**config.mk**
```make
export PLATFORM = sky130hd
export DESIGN_NAME = lfo_watchdog_timer
export DESIGN_NICKNAME = d
export VERILOG_FILES = /design/src/watchdog_pkg.sv /design/src/lfo_watchdog_timer.sv /design/src/wdt_cmd_sync.sv
export SDC_FILE = /design/constraint.sdc
export NUM_CORES = 1
export LEC_CHECK = 0
export BUFFER_PORTS_ARGS = -buffer_cell sky130_fd_sc_hd__buf_4
export CORE_AREA = 2 2 87 89
export DETAILED_ROUTE_END_ITERATION = 7
export DIE_AREA = 0 0 89 91
export HOLD_SLACK_MARGIN = 0.06
export PLACE_DENSITY = 0.52
export SLEW_MARGIN = 20
export SYNTH_ARGS = -nofsm -noshare
export SYNTH_HDL_FRONTEND = slang
export SYNTH_SLANG_ARGS = --single-unit
```
**constraint.sdc**
```tcl
create_clock -name mclk -period 7.6 [get_ports mclk]
set_input_delay 0.76 -clock mclk [delete_from_list [all_inputs] [get_ports mclk]]
set_output_delay 0.76 -clock mclk [all_outputs]
set_load 0.1 [all_outputs]
```
**src/watchdog_pkg.sv**
```systemverilog
package watchdog_pkg;
  // Register map and command codes
  localparam logic [7:0] CONTROL_OFFSET = 8'h97;
  localparam logic [7:0] CONTROL_RESET = 8'h17;
  localparam logic [7:0] CMD_RELOAD = 8'hA5;
  localparam logic [7:0] CMD_KEY_FIRST = 8'hDE;
  localparam logic [7:0] CMD_KEY_SECOND = 8'hAD;
  localparam logic [7:0] CMD_LOCK = 8'hFF;
  // Field positions
  localparam int MODE_BIT = 7;
  localparam int ACTIVE_BIT = 4;
  localparam int INTERVAL_MSB = 2;
  localparam logic [2:0] INTERVAL_RESET = 3'h7;
  localparam int INTERVAL_EXP_BIAS = 3;
  // Timing: key window and interval delay in core clocks, command apply delays in divided ticks
  localparam int KEY_WINDOW_CYCLES = 4;
  localparam int RELOAD_STAGES = 2;
  localparam int DISABLE_STAGES = 3;
  localparam int INTERVAL_DELAY_CYCLES = 1;
  localparam int CORE_PERIOD_NS = 8;

  // One access on the special-function-register port
  typedef struct packed {
    logic [7:0] addr;
    logic wr;
    logic rd;
    logic [7:0] wdata;
  } sfr_access_type;
endpackage

```
**src/lfo_watchdog_timer.sv**
```systemverilog
`timescale 1ns/1ns
// Operation
// - Counter reaching the interval limit raises the system reset request.
// - After reset the watchdog is enabled, counting, longest interval selected.
// - Every system reset enables the watchdog and clears its counter.
// - Timing element is a 16-bit counter with programmable period.
// - While enabled the counter advances once per divided oscillator tick.
// - Oscillator is held running while active; stop requests are ignored.
// - Writing the reload code enables the watchdog and clears the counter.
// - Disable needs first key then second key within 4 clocks.
// - Lock code blocks every later disable until the next system reset.
// - Lock write leaves enable state and counter unchanged, no reload.
// - Disabling stops counting but keeps the counter value.
// - Comparator stays active even while disabled.
// - Timeout equals oscillator period times four to the interval plus three.
// - Write with top bit zero loads the interval; software keeps it zero.
// - Read returns interval in low bits; reads 0x17 after reset.
// - Reload after 2 ticks, interval after 1 clock, disable after 3 ticks.
// - Bit four reads one while active and zero while inactive.
module lfo_watchdog_timer
  import watchdog_pkg::*;
#(
  parameter int COUNT_WIDTH = 16,
  parameter int DIV_SHIFT = 5
) (
  input wire logic mclk,
  input wire logic reset,
  input wire logic clk_en,
  input wire logic lfo_tick,
  input wire watchdog_pkg::sfr_access_type sfr,
  input wire logic osc_stop_req,
  output logic [7:0] sfr_rdata,
  output logic watchdog_reset,
  output logic osc_run
);
  import watchdog_pkg::*;

  localparam logic [COUNT_WIDTH-1:0] COUNT_MAX = {COUNT_WIDTH{1'b1}};
  localparam logic [2:0] KEY_LOAD = 3'(KEY_WINDOW_CYCLES);

  logic hit_wr;
  logic hit_rd;
  logic enabled;
  logic locked;
  logic [2:0] interval;
  logic [2:0] key_window;
  logic [COUNT_WIDTH-1:0] count;
  logic [COUNT_WIDTH:0] limit;
  logic reload_req;
  logic disable_req;
  logic reload_apply;
  logic disable_apply;
  logic [4:0] limit_shift;

  // Port decode of the single control register
  assign hit_wr = sfr.wr && (sfr.addr == CONTROL_OFFSET);
  assign hit_rd = sfr.rd && (sfr.addr == CONTROL_OFFSET);

  // Reload code; the lock code is deliberately not a reload
  assign reload_req = hit_wr && (sfr.wdata == CMD_RELOAD);
  assign disable_req = hit_wr && (sfr.wdata == CMD_KEY_SECOND) && (key_window != 3'h0)
                       && !locked;

  // First key opens a short window; any later control-register write inside it other than the first key spends it
  always_ff @(posedge mclk or posedge reset) begin
    if (reset) begin
      key_window <= 3'h0;
    end else if (clk_en) begin
      if (hit_wr && sfr.wdata == CMD_KEY_FIRST) begin
        key_window <= KEY_LOAD;
      end else if (hit_wr) begin
        key_window <= 3'h0;
      end else if (key_window != 3'h0) begin
        key_window <= key_window - 3'h1;
      end
    end
  end

  // Lock is sticky; only the system reset releases it
  always_ff @(posedge mclk or posedge reset) begin
    if (reset) begin
      locked <= 1'b0;
    end else if (clk_en && hit_wr && sfr.wdata == CMD_LOCK) begin
      locked <= 1'b1;
    end
  end

  // Interval loads one core clock after a mode-zero write
  always_ff @(posedge mclk or posedge reset) begin
    if (reset) begin
      interval <= INTERVAL_RESET;
    end else if (clk_en && hit_wr && !sfr.wdata[MODE_BIT]) begin
      interval <= sfr.wdata[INTERVAL_MSB:0];
    end
  end

  // Commands wait for the tick domain before touching the counter
  wdt_cmd_sync #(
    .STAGES(RELOAD_STAGES)
  ) u_reload_sync (
    .mclk(mclk),
    .reset(reset),
    .clk_en(clk_en),
    .tick(lfo_tick),
    .req(reload_req),
    .apply(reload_apply)
  );

  wdt_cmd_sync #(
    .STAGES(DISABLE_STAGES)
  ) u_disable_sync (
    .mclk(mclk),
    .reset(reset),
    .clk_en(clk_en),
    .tick(lfo_tick),
    .req(disable_req),
    .apply(disable_apply)
  );

  // Enable state; reload wins when both land together, lock vetoes late disables
  always_ff @(posedge mclk or posedge reset) begin
    if (reset) begin
      enabled <= 1'b1;
    end else if (clk_en) begin
      if (reload_apply) begin
        enabled <= 1'b1;
      end else if (disable_apply && !locked) begin
        enabled <= 1'b0;
      end
    end
  end

  // Counter saturates instead of wrapping so an overflow is never missed
  always_ff @(posedge mclk or posedge reset) begin
    if (reset) begin
      count <= '0;
    end else if (clk_en) begin
      if (reload_apply) begin
        count <= '0;
      end else if (enabled && lfo_tick && count != COUNT_MAX) begin
        count <= count + 1'b1;
      end
    end
  end

  // Ticks are already divided by 2^DIV_SHIFT, so the exponent shrinks by that much
  assign limit_shift = 5'(2 * (32'(interval) + INTERVAL_EXP_BIAS) - DIV_SHIFT);
  assign limit = (COUNT_WIDTH + 1)'(1) << limit_shift;

  // Comparator ignores the enable; the surrounding reset clears this flop
  always_ff @(posedge mclk or posedge reset) begin
    if (reset) begin
      watchdog_reset <= 1'b0;
    end else if (clk_en) begin
      watchdog_reset <= ({1'b0, count} >= limit);
    end
  end

  // Oscillator may stop only when the watchdog is inactive
  assign osc_run = enabled | ~osc_stop_req;

  // Read data: active flag and interval, other bits zero
  always_ff @(posedge mclk or posedge reset) begin
    if (reset) begin
      sfr_rdata <= 8'h00;
    end else if (clk_en) begin
      sfr_rdata <= hit_rd ? {3'h0, enabled, 1'b0, interval} : 8'h00;
    end
  end

  // Guards on the command, counter and read paths
  property p_interval_load;
    @(posedge mclk) disable iff (reset)
    (clk_en && hit_wr && !sfr.wdata[MODE_BIT]) |=> (interval == $past(sfr.wdata[2:0]));
  endproperty
  a_interval_load: assert property (p_interval_load)
    else $error("interval not loaded");

  property p_interval_hold;
    @(posedge mclk) disable iff (reset)
    !(clk_en && hit_wr && !sfr.wdata[MODE_BIT]) |=> $stable(interval);
  endproperty
  a_interval_hold: assert property (p_interval_hold)
    else $error("interval changed without a write");

  property p_reset_defaults;
    @(posedge mclk) disable iff (reset)
    $fell(reset) |-> (enabled && count == '0 && interval == INTERVAL_RESET && !locked);
  endproperty
  a_reset_defaults: assert property (p_reset_defaults)
    else $error("state after reset wrong");

  property p_reset_on_limit;
    @(posedge mclk) disable iff (reset)
    (clk_en && {1'b0, count} >= limit) |=> watchdog_reset;
  endproperty
  a_reset_on_limit: assert property (p_reset_on_limit)
    else $error("no reset at limit");

  property p_no_early_reset;
    @(posedge mclk) disable iff (reset)
    (clk_en && {1'b0, count} < limit) |=> !watchdog_reset;
  endproperty
  a_no_early_reset: assert property (p_no_early_reset)
    else $error("reset below limit");

  property p_reset_while_off;
    @(posedge mclk) disable iff (reset)
    (clk_en && !enabled && {1'b0, count} >= limit) |=> watchdog_reset;
  endproperty
  a_reset_while_off: assert property (p_reset_while_off)
    else $error("comparator idle while disabled");

  property p_lock_sticky;
    @(posedge mclk) disable iff (reset)
    locked |=> locked [*2];
  endproperty
  a_lock_sticky: assert property (p_lock_sticky)
    else $error("lock released");

  property p_locked_stays_on;
    @(posedge mclk) disable iff (reset)
    (locked && enabled) |=> enabled;
  endproperty
  a_locked_stays_on: assert property (p_locked_stays_on)
    else $error("disabled while locked");

  property p_lock_no_reload;
    @(posedge mclk) disable iff (reset)
    (clk_en && hit_wr && sfr.wdata == CMD_LOCK && !lfo_tick)
      |=> (enabled == $past(enabled) && count == $past(count));
  endproperty
  a_lock_no_reload: assert property (p_lock_no_reload)
    else $error("lock write touched the watchdog");

  property p_key_opens;
    @(posedge mclk) disable iff (reset)
    (clk_en && hit_wr && sfr.wdata == CMD_KEY_FIRST) |=> (key_window == KEY_LOAD);
  endproperty
  a_key_opens: assert property (p_key_opens)
    else $error("key window not opened");

  property p_key_spent;
    @(posedge mclk) disable iff (reset)
    (clk_en && hit_wr && sfr.wdata != CMD_KEY_FIRST) |=> (key_window == 3'h0);
  endproperty
  a_key_spent: assert property (p_key_spent)
    else $error("key window left open");

  property p_disable_needs_key;
    @(posedge mclk) disable iff (reset)
    (enabled && !(clk_en && disable_apply)) |=> enabled;
  endproperty
  a_disable_needs_key: assert property (p_disable_needs_key)
    else $error("disabled without a key");

  property p_disable_applies;
    @(posedge mclk) disable iff (reset)
    (clk_en && disable_apply && !reload_apply && !locked) |=> !enabled;
  endproperty
  a_disable_applies: assert property (p_disable_applies)
    else $error("disable not applied");

  property p_tick_count;
    @(posedge mclk) disable iff (reset)
    (clk_en && enabled && lfo_tick && !reload_apply && count != COUNT_MAX)
      |=> (count == $past(count) + 1'b1);
  endproperty
  a_tick_count: assert property (p_tick_count)
    else $error("counter missed a tick");

  property p_disabled_holds;
    @(posedge mclk) disable iff (reset)
    (!enabled && !reload_apply) |=> $stable(count);
  endproperty
  a_disabled_holds: assert property (p_disabled_holds)
    else $error("counter moved while off");

  property p_reload_clears;
    @(posedge mclk) disable iff (reset)
    (clk_en && reload_apply) |=> (count == '0 && enabled);
  endproperty
  a_reload_clears: assert property (p_reload_clears)
    else $error("reload ineffective");

  property p_osc_forced;
    @(posedge mclk) disable iff (reset)
    enabled |-> osc_run;
  endproperty
  a_osc_forced: assert property (p_osc_forced)
    else $error("oscillator stopped while active");

  property p_status_read;
    @(posedge mclk) disable iff (reset)
    (clk_en && hit_rd) |=> (sfr_rdata[ACTIVE_BIT] == $past(enabled));
  endproperty
  a_status_read: assert property (p_status_read)
    else $error("active bit wrong");

  property p_read_interval;
    @(posedge mclk) disable iff (reset)
    (clk_en && hit_rd) |=> (sfr_rdata[INTERVAL_MSB:0] == $past(interval));
  endproperty
  a_read_interval: assert property (p_read_interval)
    else $error("interval field wrong");

  property p_read_idle;
    @(posedge mclk) disable iff (reset)
    (clk_en && !hit_rd) |=> (sfr_rdata == 8'h00);
  endproperty
  a_read_idle: assert property (p_read_idle)
    else $error("read data without a read");

  property p_reload_delay;
    @(posedge mclk) disable iff (reset)
    (clk_en && reload_req) |-> !reload_apply;
  endproperty
  a_reload_delay: assert property (p_reload_delay)
    else $error("reload applied too early");
endmodule // lfo_watchdog_timer

```
**src/wdt_cmd_sync.sv**
```systemverilog
`timescale 1ns/1ns
// Carries a one-cycle core command onto the divided tick and applies it on the STAGES-th tick
module wdt_cmd_sync #(
  parameter int STAGES = 2
) (
  input wire logic mclk,
  input wire logic reset,
  input wire logic clk_en,
  input wire logic tick,
  input wire logic req,
  output logic apply
);
  logic pend;
  logic [STAGES-2:0] stage;

  // Set wins over the tick that would move the old request on
  always_ff @(posedge mclk or posedge reset) begin
    if (reset) begin
      pend <= 1'b0;
    end else if (clk_en) begin
      pend <= req | (pend & ~tick);
    end
  end

  // Tick-enabled stages; the counter only ever sees settled stage outputs
  genvar i;
  generate
    for (i = 0; i < STAGES - 1; i++) begin : g_stage
      always_ff @(posedge mclk or posedge reset) begin
        if (reset) begin
          stage[i] <= 1'b0;
        end else if (clk_en && tick) begin
          stage[i] <= (i == 0) ? pend : stage[(i == 0) ? 0 : i - 1];
        end
      end
    end
  endgenerate

  assign apply = tick & stage[STAGES-2];
endmodule // wdt_cmd_sync

```
# Word-level counts from Yosys, hierarchy flattened
# Cells that the tools add are included.
# classes
n_lt_le_gt_ge	1
bitwise_logic	9
reduce_logical	23
shifts	1
addsub	4
n_eq_ne	6
muxes	8
# ops
operator	count
$eq 8x8->1 const B	5
$mux 16	2
$ge 16x17->1	1
$shl 1x5->17 const A	1
$add 16x1->16 const B	1
$ne 16x16->1 const B	1
$logic_and 1x1->1	14
$mux 3	3
$reduce_and 2->1	3
$reduce_bool 3->1	2
$mux 5	1
$sub 5x3->5 const B	1
$add 3x2->4 const B	1
$and 1x1->1	4
$reduce_bool 2->1	2
$or 1x1->1	3
$sub 3x1->3 const B	1
$logic_not 1->1	2
$mux 1	2
$not 1->1	2
# word_totals
output_inout_bits	10
reg_bits	38
word_cells	64

# Longest topological paths before layout
# depth
ltp_word	6
mapped_depth	12
depth_no_buf	12

# Cells and area by module
# From an unflattened synthesis, not the netlist that was laid out.
# unflattened
hier_cells	247
area_unflattened_um2	2298.5
# modules_own_cells
module	area_per_inst_um2	seq_area_each_um2	n_inst	cells_each
lfo_watchdog_timer	2083.2	730.7	1	231
wdt_cmd_sync (u_disable_sync)	123.9	75.1	1	9
wdt_cmd_sync (u_reload_sync)	91.3	50.0	1	7

# Worst setup path before layout
# OpenSTA, ideal clock, no wires.
# synth_path
path_type	register to register
startpoint	reg interval[0]
endpoint	reg watchdog_reset
required_time_ns	7.462
path_stages_with_launch	12
setup_ns	0.138
synth_period_minus_slack_ns	2.709
path_buffers	0
arrival_ns	2.571
path_slack_ns	4.891
path_cell_list	dfstp_2 > inv_1 > ha_1 > o21a_1 > nor2_1 > nand2_1 > ha_1 > or4_1 > nor2_1 > o2111ai_1 > a211oi_1 > a21oi_1
# synth_via
elab_chain_len	4
# synth_rtl
element	line_no	rtl
start: declaration	lfo_watchdog_timer.sv:45	logic [2:0] interval;
start signal: assignment	lfo_watchdog_timer.sv:93	interval <= sfr.wdata[INTERVAL_MSB:0];
$add 3x2->4	lfo_watchdog_timer.sv:147	assign limit_shift = 5'(2 * (32'(interval) + INTERVAL_EXP_BIAS) - DIV_SHIFT);
$sub 5x3->5	lfo_watchdog_timer.sv:147	
$shl 1x5->17	lfo_watchdog_timer.sv:148	assign limit = (COUNT_WIDTH + 1)'(1) << limit_shift;
$ge 16x17->1	lfo_watchdog_timer.sv:155	watchdog_reset <= ({1'b0, count} >= limit);
end signal: assignment	lfo_watchdog_timer.sv:155	
end: declaration	lfo_watchdog_timer.sv:33	output logic watchdog_reset,
# Every way passes these cells.
# A chain may end at the register's enable or synchronous reset.

# Worst setup path in the final report
# Ends and elaborated chain as after synthesis.

==> results by group <==
Run status
  – Status: completed

Yosys
  – Number of storage elements in the synthesis netlist: 34
  – Syn Inst Count: ~230
  – Synthesis Warnings: 0
  – Dominant cell by count in the synthesized netlist: dfrtp_1
  – Main area contributors after synthesis: dfrtp_1, ha_1, dfstp_2
  – Distinct cell type count after synthesis: 45
  – Most used standard cells in the synthesized netlist: dfrtp_1, nand2_1, nor2_1
  – Sequential cell area fraction in the yosys report: 40.88%
  – Flip-flop cell with the highest count after synthesis: dfrtp_1
  – Share of synthesized flip-flops with an asynchronous set or reset: 100.0%
  – Syn_area_per_cell: 9.303 sq um
  – Yosys top cell area share: between 30% and 40%
  – Post-synth EDFFs: 0
  – Post-synthesis instance area: roughly 0.0021 sq mm
  – Cell type contributing the most total cell area after synthesis: dfrtp_1

Die
  – Area of the die: 0.008099 sq mm
  – Vertical die dimension: between 90 and 100 um
  – Standard-cell rows: 31
  – Die boundary width: just under 90 um
  – Number of I/O pins: 33
  – Initial cell density of the core: between 20% and 30%
  – Placeable core region: between 0.007 and 0.008 sq mm

Pwr
  – Sw Share: a little over a third
  – Int Pwr: approximately 0.31 mW
  – Worst voltage drop across the vdd grid: around 0.085 mV
  – Pwr dens: around 190 mW/mm^2
  – Share of total power in sequential cells: 47.6%
  – Clk network pwr share: 27.3%
  – Static leakage power: roughly 1.1 nW
  – Sw Pwr: 0.1691 mW
  – Combinational Power Share: around 25%

Worst setup path
  – Worst path required time: just under 8000 ps
  – Slowest cell on crit path: dfstp_2
  – Worst setup path startpoint: interval[0]
  – Critical Path Start Type: register
  – CP Class: reg2reg
  – Launching point of the worst reg2reg path: interval[0]
  – Delay of the slowest cell on the worst path: around 600 ps
  – Most frequent CP cell: ha_1
  – Critical path's top delay family: compound AO/OA/AOI/OAI gates
  – Maximum fanout along the worst path: 7
  – Data arrival time of the worst path: 3180 ps
  – Worst setup EP type: register
  – Crit path cell chain: inv_1 -> ha_1 -> nor2b_1 -> o32a_1 -> nor2_1 -> nand2_1 -> ha_1 -> o21a_1 -> nor3_1 -> o2111ai_1 -> a211oi_1 -> a21oi_1
  – Critical path buffer and inverter count: 1

STA
  – Setup-failing EPs final: 0
  – Final period utilization: 39.62%
  – Tightest hold margin: approximately 480 ps
  – Setup total negative slack: 0 ps
  – Worst-case clock skew: 4.958 ps
  – RSZ-0062 raised after global routing: false
  – Final-report hold violation count: 0
  – Worst slew pin tran: roughly 860 ps
  – Post-layout minimum cycle time: roughly 3000 ps
  – Achievable Freq: around 330 MHz
  – Max-slew violation count: 0
  – Relative slew margins: around 42%

Clocking
  – Clk sinks: 34
  – Cts repair resizes: 0
  – CTS H-tree lvls: 2
  – CTS Buffer Depth: 2
  – Clock slew at the register clock pins of the worst setup and hold paths: approximately 70 ps
  – Count of hold-fix buffers inserted at cts: 0
  – Post-CTS setup repair buffer count: 0
  – Clock tree from TritonCTS: built
  – Clock latency of the later-clocked register in the worst-skew pair: ~290 ps
  – Library cell used as clock root buffer: clkbuf_8
  – TritonCTS Buffers: 5

Placement
  – Post-detail-place hpwl: 3.772 mm
  – Routability Congestion: between 0.7 and 0.8
  – IO buf count: 28

Final layout
  – Layout cell share with drive strength beyond 1: roughly 17%
  – Final net count: roughly 300
  – Layout fillers: 788
  – Final core utilization: approximately a third
  – P&R area growth vs syn: 18.59%
  – Final antenna diode count: 0

Hold path
  – Hold wc startpoint: key_window[0]
  – Kind of path behind the tightest hold check: reg2reg

Routing
  – Drt first pass iters: 4
  – Wire per inst: ~13 um
  – Via count: approximately 1700
  – Drc violations: 0
  – Drt total wl: 4.778 mm
  – Violation count after the first detailed-route iteration: a little under 70
  – Per-cell via count in the routed design: approximately 4.8
  – Number of antenna-violating nets in the routed design: 0

Global routing
  – Antenna violations before repair: 0
  – Remaining global-route overflow: 0
  – Via count of the first global-routing pass: approximately 1800
  – Total global routing track utilization: between 10% and 20%
  – First-pass GRT wire length: slightly above 8 mm
  – Largest net degree at the start of global routing: 35

Flow run
  – Number of max-capacitance violations reported: 0
-- per-layer routing --
| layer | global-route usage (%) | vias up | wire length (um) |
|---|---|---|---|
| met3 | 3.091 | 8 | 197 |
| met1 | 17.42 | 817 | 2320 |
| met5 | 0 | - | 0 |
| met4 | 3.358 | 0 | 57 |
| li1 | - | 863 | - |
| met2 | 20.58 | 38 | 2202 |
-- placed cells by master, fill, tap and decap left out, drive strengths merged, types with 6 or more instances in the layout --
| master | Yosys | final |
|---|---|---|
| inv | 13 | 13 |
| nor3 | 8 | 8 |
| dfrtp | 30 | 30 |
| nor2 | 24 | 24 |
| buf | 5 | 29 |
| xnor2 | 6 | 6 |
| nand3 | 13 | 13 |
| mux2 | 6 | 6 |
| o21ai | 7 | 7 |
| ha | 16 | 16 |
| clkbuf | 3 | 6 |
| a21oi | 7 | 7 |
| nand2 | 25 | 25 |
-- worst paths after layout --
| check | endpoint | slack (ps) | depth (start not counted) |
|---|---|---|---|
| max | watchdog_reset | 4590 | 12 |
| min | key_window[0] | 480 | 1 |
| max reg2reg | watchdog_reset | 4590 | 12 |
| min reg2reg | key_window[0] | 480 | 1 |
| max in group asynchronous | interval[0] | 6690 | 3 |
| min in group asynchronous | sfr_rdata[4] | 560 | 3 |
-- power by group through the flow --
stage               Clock, mW  Sequential [mW]  Combinational, mW
floorplan                   0            0.232             0.0855
global placement            0            0.235              0.119
detailed placement          0            0.234              0.122
CTS                     0.135            0.231              0.122
global route            0.143            0.235              0.138
finish                  0.132            0.231              0.121
-- state kept, by name, indices dropped and copies added, names as in the netlist --
signal,flops
count,16
enabled,1
interval,3
key_window,3
locked,1
sfr_rdata,4
u_disable_sync.pend,1
u_disable_sync.stage,2
u_reload_sync.pend,1
u_reload_sync.stage,1
watchdog_reset,1
-- cell type report --
class	count	area, sq um	share of cell area, %
clock inverters	2	10.01	0.4032
well taps	99	123.9	4.990
inverters	13	48.80	1.966
flip-flops and latches	34	855.8	34.48
repair buffers	29	217.7	8.770
multi-input cells	173	1154	46.47
clock buffers	6	72.57	2.923
-- metrics by stage --
stage                     cells  area, sq um  power (mW)  setup WS (ps)
after global placement      348         2400      0.3538           4785
after global routing        356         2482      0.5150           4355
after floorplan             228         2105      0.3173           4891
after CTS                   356         2482      0.4884           4575
final                       356         2482      0.4840           4589
after detailed placement    348         2400      0.3560           4587
-- worst register-to-register path, stage by stage (launching register included) --
cell,delay [ps]
dfstp_2,590
inv_1,110
ha_1,330
nor2b_1,140
o32a_1,270
nor2_1,190
nand2_1,100
ha_1,290
o21a_1,110
nor3_1,220
o2111ai_1,180
a211oi_1,260
a21oi_1,100
-- kinds of logic (layout without fill, tap and decap cells) --
group	after synthesis	after routing	synth area share (%)
AO/OA/AOI/OAI	41	41	14.47
XOR/XNOR	9	9	3.766
adder cells (fa/ha/maj)	16	16	9.564
buffers and inverters	21	50	4.542
flip-flops	34	34	40.88
multiplexers	10	10	5.140
other	1	4	0.1791
AND/OR/NAND/NOR	93	93	21.46
Power figures use the tool's default switching activity.
